--- config.mk ---
export PLATFORM = sky130hd
export DESIGN_NAME = fdsc_regs
export DESIGN_NICKNAME = d
export VERILOG_FILES = /design/src/fdsc_pkg.sv /design/src/fdsc_regs.sv
export VERILOG_INCLUDE_DIRS = /design/src
export SDC_FILE = /design/constraint.sdc
export NUM_CORES = 1
export LEC_CHECK = 0
export BUFFER_PORTS_ARGS = -buffer_cell sky130_fd_sc_hd__buf_2
export CORE_MARGIN = 5
export CORE_UTILIZATION = 40
export CTS_CLUSTER_SIZE = 20
export DETAILED_ROUTE_END_ITERATION = 16
export PLACE_DENSITY = 0.63
export SKIP_LAST_GASP = 1
export SLEW_MARGIN = 20
export SYNTH_ARGS = -nofsm -noshare
export SYNTH_HDL_FRONTEND = slang
export SYNTH_SLANG_ARGS = --single-unit
export TNS_END_PERCENT = 20
--- constraint.sdc ---
create_clock -name mclk -period 1.7 [get_ports mclk]
set_input_delay 0.34 -clock mclk [delete_from_list [all_inputs] [get_ports mclk]]
set_output_delay 0.34 -clock mclk [all_outputs]
set_load 0.005 [all_outputs]
--- src/fdsc_defines.svh ---
`ifndef FDSC_DEFINES_SVH
`define FDSC_DEFINES_SVH

// ----------------------------------------
// Register offsets
// ----------------------------------------
`define FDSC_OFF_PIN_STATUS_B   3'h1
`define FDSC_OFF_DRIVE_CTL      3'h2
`define FDSC_OFF_TAPE_ASSIGN    3'h3

// ----------------------------------------
// Drive output control fields
// ----------------------------------------
`define FDSC_DOC_SEL_LO         1
`define FDSC_DOC_SEL_HI         0
`define FDSC_DOC_RESET_N        2
`define FDSC_DOC_DMA_EN         3
`define FDSC_DOC_MOTOR_LO       4
`define FDSC_DOC_RESET_VAL      8'h00

// ----------------------------------------
// Pin status B and tape fields
// ----------------------------------------
`define FDSC_PSB_WRITE_GATE_OUT          2
`define FDSC_PSB_RDATA          3
`define FDSC_PSB_WDATA          4
`define FDSC_PSB_GEN2_ONES      2'h3
`define FDSC_TAPE_NORMAL_OE     8'h03
`define FDSC_TAPE_NONE          2'h0

// ----------------------------------------
// Synchroniser vector layout
// ----------------------------------------
`define FDSC_SY_W               17
`define FDSC_SY_DIN_HI          7
`define FDSC_SY_ADDR_LO         8
`define FDSC_SY_IOW             11
`define FDSC_SY_IOR             12
`define FDSC_SY_CS              13
`define FDSC_SY_RDATA           14
`define FDSC_SY_DACK            15
`define FDSC_SY_TC              16

// ----------------------------------------
// Timing
// ----------------------------------------
`define FDSC_CLK_PERIOD_NS      20
`define FDSC_SWRST_MIN_NS       100
`define FDSC_SWRST_CYCLES       ((`FDSC_SWRST_MIN_NS + `FDSC_CLK_PERIOD_NS - 1) / `FDSC_CLK_PERIOD_NS)

`endif

--- src/fdsc_pkg.sv ---
package fdsc_pkg;

    // ----------------------------------------
    // Interface modes
    // ----------------------------------------
    typedef enum logic [1:0] {
        FDSC_MODE_AT,
        FDSC_MODE_GEN2,
        FDSC_MODE_COMPACT
    } fdsc_mode_t;

    // ----------------------------------------
    // Whole register state of the block
    // ----------------------------------------
    typedef struct packed {
        logic [16:0] sync_a;
        logic [16:0] sync_b;
        logic        ior_d;
        logic        iow_d;
        logic        rdata_n_d;
        logic        wdata_n_d;
        logic        write_gate_out_d;
        logic [7:0]  drive_ctl;
        logic [1:0]  tape_sel;
        logic [2:0]  swrst_cnt;
        logic        tog_rd;
        logic        tog_wr;
        logic        lat_wg;
        logic        lat_rd;
        logic        lat_wr;
        logic [7:0]  dout;
        logic [7:0]  doe;
        logic [3:0]  drive_sel_n;
        logic [3:0]  motor_n;
        logic        soft_reset_n;
        logic        drq;
        logic        drq_oe;
        logic        irq;
        logic        irq_oe;
        logic        dack_n;
        logic        tc;
        logic [1:0]  tape_drive;
        logic        tape_hit;
    } fdsc_state_t;

endpackage

--- src/fdsc_regs.sv ---
`timescale 1ns/100ps
`include "fdsc_defines.svh"

// Overview of operation
// - Mode bits pick AT, second-generation or compact.
// - Enhanced-layout bit selects tape register layout.
// - Pin status B read-only; AT read floats.
// - Gen2: motors, write gate, select bit, ones.
// - Gen2 motor/select bits survive software reset.
// - Gen2 bits 3/4 toggle on data edges.
// - Compact: active-low drive selects, bit 7 one.
// - Compact bit 2 latches write gate rise.
// - Compact bits 3/4 latch data, input-read clears.
// - Drive control readable, writable, hardware reset only.
// - Bits 0-1 encode the selected drive.
// - Bit 2 low holds controller reset.
// - Software reset stretched to at least 100ns.
// - AT/compact: bit 3 gates DMA, interrupt pins.
// - Gen2: DMA and interrupt pins always enabled.
// - Bits 4-7 drive the four motor outputs.
// - Internal drives select only with motor bit.
// - Tape register holds two-bit tape drive number.
// - Tape handling applies to addressed tape drive.
// - Tape register survives software reset, follows layout.
// - Normal layout: bits 2-7 float on read.
module fdsc_regs #(
    parameter int INTERNAL_DRIVES = 2
) (
    // Clock and reset
    input  wire logic       mclk,
    input  wire logic       rst_n,
    // Host I/O bus pins
    input  wire logic       host_cs_n,
    input  wire logic       host_ior_n,
    input  wire logic       host_iow_n,
    input  wire logic [2:0] host_addr,
    input  wire logic [7:0] host_din,
    output logic      [7:0] host_dout,
    output logic      [7:0] host_doe,
    // Configuration
    input  wire logic       mode_sel,
    input  wire logic       encoding_sel,
    input  wire logic       enhanced_layout,
    // Controller core
    input  wire logic       write_gate_out,
    input  wire logic       write_data_n,
    input  wire logic       dir_read,
    input  wire logic       core_drq,
    input  wire logic       core_irq,
    input  wire logic [1:0] op_drive,
    // Drive interface pins
    input  wire logic       read_data_n,
    output logic      [3:0] drive_sel_n,
    output logic      [3:0] motor_out_n,
    // DMA and interrupt pins
    input  wire logic       dma_ack_n,
    input  wire logic       term_count,
    output logic            dma_req,
    output logic            dma_req_oe,
    output logic            controller_irq,
    output logic            controller_irq_oe,
    output logic            dma_ack_gated_n,
    output logic            term_count_gated,
    // Controller reset and tape support
    output logic            soft_reset_n,
    output logic      [1:0] tape_drive,
    output logic            tape_op
);

    // ----------------------------------------
    // State
    // ----------------------------------------
    localparam logic [2:0] SWRST_CYC = 3'(`FDSC_SWRST_CYCLES);

    fdsc_pkg::fdsc_state_t      st;
    fdsc_pkg::fdsc_state_t      next_st;
    fdsc_pkg::fdsc_mode_t       mode;
    logic [`FDSC_SY_W-1:0]      pins_raw;

    assign pins_raw = {term_count, dma_ack_n, read_data_n, host_cs_n,
                       host_ior_n, host_iow_n, host_addr, host_din};

    // ----------------------------------------
    // Mode decode
    // ----------------------------------------
    always_comb begin
        if (!mode_sel && encoding_sel) begin
            mode = fdsc_pkg::FDSC_MODE_GEN2;
        end else if (!mode_sel && !encoding_sel) begin
            mode = fdsc_pkg::FDSC_MODE_COMPACT;
        end else begin
            mode = fdsc_pkg::FDSC_MODE_AT;
        end
    end

    // ----------------------------------------
    // Next state
    // ----------------------------------------
    always_comb begin
        logic [`FDSC_SY_W-1:0] sy;
        logic [2:0]            addr;
        logic [7:0]            din;
        logic                  sel;
        logic                  wr_done;
        logic                  rd_act;
        logic                  rd_rise;
        logic                  wd_rise;
        logic                  wg_rise;
        logic                  pins_on;
        logic [7:0]            doc;
        logic [7:0]            stat_b;
        logic [1:0]            dsel;
        sy      = '0;
        addr    = '0;
        din     = '0;
        sel     = 1'b0;
        wr_done = 1'b0;
        rd_act  = 1'b0;
        rd_rise = 1'b0;
        wd_rise = 1'b0;
        wg_rise = 1'b0;
        pins_on = 1'b0;
        doc     = '0;
        stat_b  = '0;
        dsel    = '0;
        next_st = st;

        // Two-flop synchronisers; only stage two is looked at
        next_st.sync_a = pins_raw;
        next_st.sync_b = st.sync_a;
        sy             = st.sync_b;
        addr           = sy[`FDSC_SY_ADDR_LO +: 3];
        din            = sy[`FDSC_SY_DIN_HI:0];
        sel            = !sy[`FDSC_SY_CS];
        next_st.ior_d  = sy[`FDSC_SY_IOR];
        next_st.iow_d  = sy[`FDSC_SY_IOW];
        // Write taken at strobe release, when data is surely settled
        wr_done        = sel && sy[`FDSC_SY_IOW] && !st.iow_d;
        rd_act         = sel && !sy[`FDSC_SY_IOR];

        // Inactive edges of active-low data, active edge of gate
        next_st.rdata_n_d = sy[`FDSC_SY_RDATA];
        next_st.wdata_n_d = write_data_n;
        next_st.write_gate_out_d   = write_gate_out;
        rd_rise           = sy[`FDSC_SY_RDATA] && !st.rdata_n_d;
        wd_rise           = write_data_n && !st.wdata_n_d;
        wg_rise           = write_gate_out && !st.write_gate_out_d;

        // ------------------------------------
        // Register writes
        // ------------------------------------
        doc = st.drive_ctl;
        if (wr_done && addr == `FDSC_OFF_DRIVE_CTL) begin
            doc = din;
        end
        if (wr_done && addr == `FDSC_OFF_TAPE_ASSIGN) begin
            next_st.tape_sel = din[1:0];
        end
        next_st.drive_ctl = doc;

        // Software reset, stretched so a quick toggle still counts
        if (!doc[`FDSC_DOC_RESET_N]) begin
            next_st.swrst_cnt = SWRST_CYC;
        end else if (st.swrst_cnt != 3'h0) begin
            next_st.swrst_cnt = st.swrst_cnt - 3'h1;
        end
        next_st.soft_reset_n = doc[`FDSC_DOC_RESET_N] && (st.swrst_cnt == 3'h0);

        // ------------------------------------
        // Drive selects and motors
        // ------------------------------------
        dsel = doc[`FDSC_DOC_SEL_LO:`FDSC_DOC_SEL_HI];
        for (int i = 0; i < 4; i++) begin
            next_st.motor_n[i] = !doc[`FDSC_DOC_MOTOR_LO + i];
            if (i < INTERNAL_DRIVES) begin
                next_st.drive_sel_n[i] = !(dsel == 2'(i) && doc[`FDSC_DOC_MOTOR_LO + i]);
            end else begin
                next_st.drive_sel_n[i] = !(dsel == 2'(i));
            end
        end

        // ------------------------------------
        // Data toggles and latches
        // ------------------------------------
        if (rd_rise) begin
            next_st.tog_rd = !st.tog_rd;
        end
        if (wd_rise) begin
            next_st.tog_wr = !st.tog_wr;
        end
        // Set beats a same-cycle clear by the input register read
        if (wg_rise) begin
            next_st.lat_wg = 1'b1;
        end else if (dir_read) begin
            next_st.lat_wg = 1'b0;
        end
        if (rd_rise) begin
            next_st.lat_rd = 1'b1;
        end else if (dir_read) begin
            next_st.lat_rd = 1'b0;
        end
        // Not qualified by the write gate
        if (wd_rise) begin
            next_st.lat_wr = 1'b1;
        end else if (dir_read) begin
            next_st.lat_wr = 1'b0;
        end

        // ------------------------------------
        // Pin status B view
        // ------------------------------------
        if (mode == fdsc_pkg::FDSC_MODE_COMPACT) begin
            stat_b = {1'b1, st.drive_sel_n[1], st.drive_sel_n[0], st.lat_wr,
                      st.lat_rd, st.lat_wg, st.drive_sel_n[3], st.drive_sel_n[2]};
        end else begin
            stat_b = {`FDSC_PSB_GEN2_ONES, st.drive_ctl[`FDSC_DOC_SEL_HI], st.tog_wr,
                      st.tog_rd, write_gate_out,
                      st.drive_ctl[`FDSC_DOC_MOTOR_LO + 1],
                      st.drive_ctl[`FDSC_DOC_MOTOR_LO]};
        end

        // ------------------------------------
        // Read data and lane enables
        // ------------------------------------
        next_st.dout = 8'h00;
        next_st.doe  = 8'h00;
        if (rd_act) begin
            unique case (addr)
                `FDSC_OFF_PIN_STATUS_B: begin
                    next_st.dout = stat_b;
                    next_st.doe  = (mode == fdsc_pkg::FDSC_MODE_AT) ? 8'h00 : 8'hFF;
                end
                `FDSC_OFF_DRIVE_CTL: begin
                    next_st.dout = st.drive_ctl;
                    next_st.doe  = 8'hFF;
                end
                `FDSC_OFF_TAPE_ASSIGN: begin
                    next_st.dout = {6'h00, st.tape_sel};
                    // Enhanced extras live outside this block; upper bits read zero
                    next_st.doe  = enhanced_layout ? 8'hFF : `FDSC_TAPE_NORMAL_OE;
                end
                default: begin
                    next_st.dout = 8'h00;
                    next_st.doe  = 8'h00;
                end
            endcase
        end

        // ------------------------------------
        // DMA and interrupt pin gating
        // ------------------------------------
        pins_on = (mode == fdsc_pkg::FDSC_MODE_GEN2) || doc[`FDSC_DOC_DMA_EN];
        next_st.drq     = core_drq;
        next_st.drq_oe  = pins_on;
        next_st.irq     = core_irq;
        next_st.irq_oe  = pins_on;
        next_st.dack_n  = sy[`FDSC_SY_DACK] || !pins_on;
        next_st.tc      = sy[`FDSC_SY_TC] && pins_on;

        // ------------------------------------
        // Tape support
        // ------------------------------------
        next_st.tape_drive = st.tape_sel;
        // Drive 0 never matches since code 00 means none
        next_st.tape_hit = (st.tape_sel != `FDSC_TAPE_NONE) && (op_drive == st.tape_sel);
    end

    // ----------------------------------------
    // State register
    // ----------------------------------------
    always_ff @(posedge mclk or negedge rst_n) begin
        if (!rst_n) begin
            st              <= '0;
            st.sync_a       <= '1;
            st.sync_b       <= '1;
            st.ior_d        <= 1'b1;
            st.iow_d        <= 1'b1;
            st.rdata_n_d    <= 1'b1;
            st.wdata_n_d    <= 1'b1;
            st.drive_ctl    <= `FDSC_DOC_RESET_VAL;
            st.drive_sel_n  <= 4'hF;
            st.motor_n      <= 4'hF;
            st.dack_n       <= 1'b1;
        end else begin
            st <= next_st;
        end
    end

    // ----------------------------------------
    // Outputs
    // ----------------------------------------
    assign host_dout         = st.dout;
    assign host_doe          = st.doe;
    assign drive_sel_n       = st.drive_sel_n;
    assign motor_out_n       = st.motor_n;
    assign dma_req           = st.drq;
    assign dma_req_oe        = st.drq_oe;
    assign controller_irq    = st.irq;
    assign controller_irq_oe = st.irq_oe;
    assign dma_ack_gated_n   = st.dack_n;
    assign term_count_gated  = st.tc;
    assign soft_reset_n      = st.soft_reset_n;
    assign tape_drive        = st.tape_drive;
    assign tape_op           = st.tape_hit;

endmodule

==> results of run 1 <==
[where the power goes]
part	internal, mW	switching (mW)	total, mW
Clock	0.698	0.657	1.35
Combinational	0.219	0.215	0.434
Sequential	2.23	0.128	2.35
Total	3.14	1.00	4.14
[stage by stage]
| stage | utilization, % | area [um2] | cells | hold WS, ns | total power, mW |
|---|---|---|---|---|---|
| after floorplan | - | 3132 | 230 | 0.04441 | 2.655 |
| after global placement | 44.40 | 3413 | 369 | 0.3461 | 2.803 |
| after detailed placement | 44.40 | 3413 | 369 | 0.3468 | 2.820 |
| after CTS | 47.04 | 3616 | 385 | 0.007059 | 4.205 |
| after global routing | 47.14 | 3623 | 385 | 0.01097 | 4.390 |
| final | 47.14 | 3623 | 385 | 0.01684 | 4.142 |
[synth_stat cells (all sizes together)]
cell type	instances	area share [%]
dfstp	46	39
ha	2	0.80
xnor2	4	1.1
nor4	1	0.20
o21ai	9	1.7
or3	5	1.0
nand3b	2	0.48
nor2	8	1.0
a21oi	10	1.6
mux2i	4	1.3
nor2b	3	0.60
o22ai	1	0.20
clkbuf	4	0.48
a32oi	1	0.28
inv	10	1.2
nand2b	4	0.80
a221o	1	0.32
a221oi	1	0.28
nor3b	2	0.48
nand3	3	0.48
nor3	3	0.48
o211ai	4	0.96
a21o	2	0.48
mux2	9	3.2
nor4b	1	0.76
buf	30	7.2
nand2	13	1.6
a21boi	1	0.24
o31ai	1	0.24
o21a	2	0.48
a41oi	2	0.80
a31oi	2	0.40
dfrtp	37	30
or4b	1	0.32
o2111a	1	0.36
[logic make-up (layout without fill, tap and decap cells)]
group,Yosys count,in the layout
xor+xnor,4,4
mux,13,13
fa+ha+maj,2,2
buf+inv,44,97
compound gates,38,38
flops,83,83
simple gates,46,46
[path summary, 6_finish.rpt]
check,startpoint,endpoint,slack (ns),cells after the start
worst min-delay path,rst_n,st[50],0.02,2
min in group mclk,read_data_n,next_st[71],0.08,1
worst max-delay path,next_st[55],st[44],0.06,3
max in group asynchronous,rst_n,st[60],1.34,2
worst min register to register,next_st[64],st[64],0.36,0
worst max register to register,next_st[55],st[44],0.06,3
[area by class of cell]
| cell class | instances | area share (%) |
|---|---|---|
| Tap cell | 102 | 3.522 |
| Sequential cell | 83 | 58.91 |
| Timing Repair Buffer | 71 | 10.84 |
| Multi-Input combinational cell | 103 | 20.20 |
| Clock buffer | 13 | 4.972 |
| Inverter | 10 | 1.036 |
| Clock inverter | 3 | 0.5180 |
[flip-flops by register name, indices dropped and copies added, names as in the netlist, 2 cells and up]
| signal | count |
|---|---|
| next_st | 22 |
| st | 34 |
| drive_sel_n | 4 |
| host_dout | 8 |
| host_doe | 2 |
| tape_drive | 2 |
| motor_out_n | 4 |
[worst max-delay path, cell delays in order, from the launching register on]
cell,delay [ns]
dfstp_2,0.54
nor4b_4,0.33
nand2_2,0.28
mux2_1,0.37
[layer usage]
layer	track usage [%]	vias to the layer above	share of wire, %	wire, um
li1	-	851	-	-
met1	15.87	876	46	2509
met2	18.41	51	46	2530
met3	5.308	13	6.7	368
met4	5.462	0	1.8	101
met5	0	-	0	0
[what timing repair did]
item | 4_1_cts | 5_1_grt
gates resized for setup | 1 | 1
cloned | 0 | 0
hold buffers | 0 | 0
endpoints found under the setup margin | 1 | 3
==> impl_summary.txt, run 1 <==
----------------------------------------------------
[Finish]
  Layout-stage area growth over the synthesis result ... 15.70%
  Fraction of final layout cells sized beyond drive strength 1 ... 50.88%
  Area used by multi-input combinational logic ... 732.0 um2
  Fillcell total ... 718
  Most frequent cells in the layout ... buf_2 (61), dfstp_2 (46), dfrtp_1 (37), nand2_1 (12), clkbuf_8 (11)
  Antenna Diode Count ... 0
  FF+latch area ... 2135 um2
  NumNets Final ... 309
  Most common cell after layout, fill and taps aside ... buf_2

[Setup path]
  Required time of the critical path ... 1.93 ns
  Nature of the critical path endpoint ... flop
  Classification of the worst setup path ... reg -> reg
  Sort of element at the start of the critical path ... flop
  Largest fanout on the critical path ... 13
  Data arrival time at the worst-slack endpoint ... 1.87 ns

[Logic synthesis]
  Number of synthesis warnings ... 0
  Sequential cell area fraction in the yosys report ... 68.16%
  Compound-gate portion of the synthesized area ... 8.310%
  Simple-Gate Fraction of Synth Area ... 8.270%
  Adder-Cell Fraction of Synth Area ... 0.7990%
  Area of the mapped netlist ... 3132 um2
  Mean cell area of the mapped netlist ... 13.62 um2
  Yosys reg bits ... 83
  Gate count of the mapped netlist ... 230
  Multiplexer fraction of the synthesized cell area ... 4.515%
  Number of different library cells in the post-synthesis netlist ... 43
  Post-synthesis xor/xnor area fraction ... 1.119%
  Synthesized net count ... 261
  Largest family of logic cells by synthesized area ... buffers and inverters

[Clocking]
  Clock tree from TritonCTS ... yes
  Deepest level of the CTS H-tree ... 3
  Number of buffers inserted during clock tree synthesis ... 9
  Clk root buf ... clkbuf_8
  Max Buffers Root-to-Sink ... 2
  Post-CTS setup-driven buffer insertion count ... 0
  Worst-Skew Late Latency ... 0.34 ns
  Reg clk slew, reported paths ... 0.08 ns
  Sink count of the clock tree ... 83

[Placed design]
  Placer congestion estimate ... 0.8284
  HPWL after detailed placement ... 3.802 mm
  Pre-CTS setup slack ... 0.001818 ns
  Count of buffers inserted at the top-level ports ... 62

[STA]
  Final number of hold-violating endpoints ... 0
  Worst slew slack as a fraction of its limit ... 71.36%
  Minimum period implied by the final worst setup slack ... 1.641 ns
  Setup-violating endpoint count in the final report ... 0
  Total negative setup slack ... 0 ns
  Final period utilization ... 96.51%
  Slew @ Worst Pin ... 0.4296 ns
  Max-slew violation count ... 0
  Maximum frequency from static timing analysis ... 609.5 MHz
  Worst clock skew on the final layout ... 0.005863 ns
  Post-layout worst setup margin ... 0.05933 ns
  Unrepaired setup endpoints after global routing ... yes

[Pwr]
  Pleak ... 1.665 nW
  Worst supply voltage drop on vdd ... 0.0005722 V
  Power per standard cell area ... 1143 nW/um2

[Global route]
  Antenna violations before repair ... 0
  Overall global routing resource usage ... 12.41%
  Wire length of the first global-routing pass ... 9.349 mm
  Number of global-route vias before repair ... 1875
  Global route total overflow ... 0
  Maximum number of pins on one net before global-route repair ... 84

[Routing]
  Vias per cell ... 4.652
  Routed wire length ... 5.509 mm
  Routed WL per cell ... 14.31 um
  DR DRC count ... 0
  Vias ... 1791
  Iteration count of the initial detailed-routing pass ... 4
  Remaining antenna violation count ... 0
  Number of design-rule violations left by the first detailed-router iteration ... 70

[Die]
  Die width ... 98.49 um
  Std cell rows ... 32
  Die Outline Area ... 9699 um2
  Initial Utilization ... 40.74%
  IO Count ... 63
  Core area ... 7687 um2
  Vertical die dimension ... 98.49 um

[Run status]
  Outcome ... finished, final reports clean

[Job]
  Max_cap viols ... 0

[Hold path]
  Type of the worst min-delay path ... in -> async

----------------------------------------------------
(Power assumes the default switching activity.)
==> run 2: changes to the inputs <==
- BUFFER_PORTS_ARGS: -buffer_cell sky130_fd_sc_hd__buf_2 -> -buffer_cell sky130_fd_sc_hd__buf_4
- CORE_ASPECT_RATIO: default -> 0.75
- CORE_MARGIN: 5 -> 2
==> run 2 against run 1 <==
Clock skew rose by 0.0028 ns. Global-route usage rose by 1.3 points. Setup slack improved by 0.0085 ns. Critical path depth did not move. Count of clock-buffer cells in the layout fell by 1. Hold slack improved by 0.076 ns. Fmax rose by 0.52%.
==> impl_summary.txt, run 2 (synthesis gave the netlist of run 1 again) <==
----------------------------------------------------
[Run status]
  Outcome ... finished, final reports clean

[Routing]
  Number of design-rule violations left by the first detailed-router iteration ... 66
  Routed wire length ... 5.328 mm
  DR DRC count ... 0
  Iteration count of the initial detailed-routing pass ... 4
  Routed WL per cell ... 13.80 um
  Vias ... 1754
  Remaining antenna violation count ... 0
  Vias per cell ... 4.544

[Finish]
  Fillcell total ... 647
  Antenna Diode Count ... 0
  Most common cell after layout, fill and taps aside ... buf_4
  NumNets Final ... 311
  Top reg by flops ... st
  FF+latch area ... 2135 um2
  Finished Cell Area ... 3807 um2
  Area used by multi-input combinational logic ... 732.0 um2
  Layout-stage area growth over the synthesis result ... 21.57%
  Most frequent cells in the layout ... buf_4 (71), dfstp_2 (46), dfrtp_1 (37), nand2_1 (12)
  Max FFs per register ... 34
  Utilization after layout ... 51.00%
  Fraction of final layout cells sized beyond drive strength 1 ... 50.88%

[Placed design]
  Placed cell areas ... 3572 um2
  Placer congestion estimate ... 0.7897
  Count of buffers inserted at the top-level ports ... 62
  HPWL after detailed placement ... 3.823 mm

[Pwr]
  Total chip power ... 4.294 mW
  Pleak ... 1.717 nW
  Power per standard cell area ... 1128 nW/um2
  Worst supply voltage drop on vdd ... 0.0006441 V

[STA]
  Setup-violating endpoint count in the final report ... 0
  Maximum frequency from static timing analysis ... 612.7 MHz
  Worst slew slack as a fraction of its limit ... 73.84%
  Unrepaired setup endpoints after global routing ... yes
  Slew @ Worst Pin ... 0.3925 ns
  Max-slew violation count ... 0
  Minimum period implied by the final worst setup slack ... 1.632 ns
  Final period utilization ... 96.01%
  Final number of hold-violating endpoints ... 0
  Final worst hold slack ... 0.09240 ns
  Worst clock skew on the final layout ... 0.008696 ns

[Global route]
  Antenna violations before repair ... 0
  Maximum number of pins on one net before global-route repair ... 37
  Overall global routing resource usage ... 13.74%
  Global route total overflow ... 0
  Number of global-route vias before repair ... 1815
  Wire length of the first global-routing pass ... 8.749 mm

[Clocking]
  Worst-Skew Late Latency ... 0.35 ns
  Number of buffers inserted during clock tree synthesis ... 9
  Reg clk slew, reported paths ... 0.08 ns
  Max Buffers Root-to-Sink ... 2
  Deepest level of the CTS H-tree ... 3
  Clk root buf ... clkbuf_8
  Sink count of the clock tree ... 83
  Clock tree from TritonCTS ... yes

[Setup path]
  Required time of the critical path ... 1.93 ns
  Worst reg2reg path startpoint ... next_st[55]
  Path depth of the worst reg2reg path ... 3
  Nature of the critical path endpoint ... flop
  Reg2reg setup slack ... 0.07 ns
  Sort of element at the start of the critical path ... flop
  Launch point of the critical path ... next_st[55]
  Reg-to-reg critical path endpoint ... st[50]
  Data arrival time at the worst-slack endpoint ... 1.86 ns
  Classification of the worst setup path ... reg -> reg
  Largest fanout on the critical path ... 13

[Die]
  Core area ... 7466 um2
  Die Outline Area ... 8560 um2
  Vertical die dimension ... 80.63 um
  IO Count ... 63
  Die width ... 106.2 um
  Std cell rows ... 27
  Initial Utilization ... 41.95%

[Hold path]
  Type of the worst min-delay path ... in -> reg
  Sink of the worst hold path ... next_st[57]
  Beginning of the worst hold path ... host_din[0]
  Worst Hold Path Cells ... 1

[Job]
  Max_cap viols ... 0

----------------------------------------------------
## run 2: cell count changes in the layout (fill, tap and decap cells not counted), sizes merged
| cell | delta |
|---|---|
| buf | +1 |
| bufinv | +1 |
| clkbuf | -1 |
| clkinv | -1 |
| clkinvlp | +1 |
| dlygate4sd3 | +1 |
## run 2: critical path: stages (launching register included)
cell	delay (ns)
dfstp_2	0.54
nor4b_4	0.32
nand2_2	0.28
mux2_1	0.38
## run 2: where the power goes
group | switching (mW) | internal [mW] | leakage [nW]
registers | 0.138 | 2.23 | 0.957
clock network | 0.643 | 0.803 | 0.108
logic | 0.210 | 0.273 | 0.653
total | 0.991 | 3.30 | 1.72
## run 2: area by class of cell
cell class,instances,share of cell area [%]
Clock buffer,12,4.371
Multi-Input combinational cell,103,19.22
Tap cell,101,3.319
Timing Repair Buffer,73,14.79
Clock inverter,4,1.249
Inverter,10,0.9859
Sequential cell,83,56.06
## run 2: per-layer routing
metal  GRT usage, %  part of all wire, %
met5              0                    0
met4          5.526                  1.8
met3          4.870                  6.4
met2          19.81                   44
met1          18.91                   48
## run 2: worst max path at each step
stage and to:
5_1_grt st[50], 3_3_place_gp st[40], 2_1_floorplan next_st[1], 6_report st[50]
3_5_place_dp st[40], 4_1_cts st[40]
## run 2: repair_timing
item	in CTS	in global routing
hold buffers	1	0
setup endpoints to repair	4	8
gates resized for setup	1	1
endpoints found under the hold margin	15	0
setup buffers	0	0
## run 2: stage by stage
step,std cells,TNS [ns],setup WS (ns)
4_1_cts,386,0,0.01467
2_1_floorplan,230,0,0.05448
5_1_grt,386,-0.08741,-0.03067
3_5_place_dp,369,-0.01729,-0.01297
6_report,386,0,0.06784
3_3_place_gp,369,0,0.01609
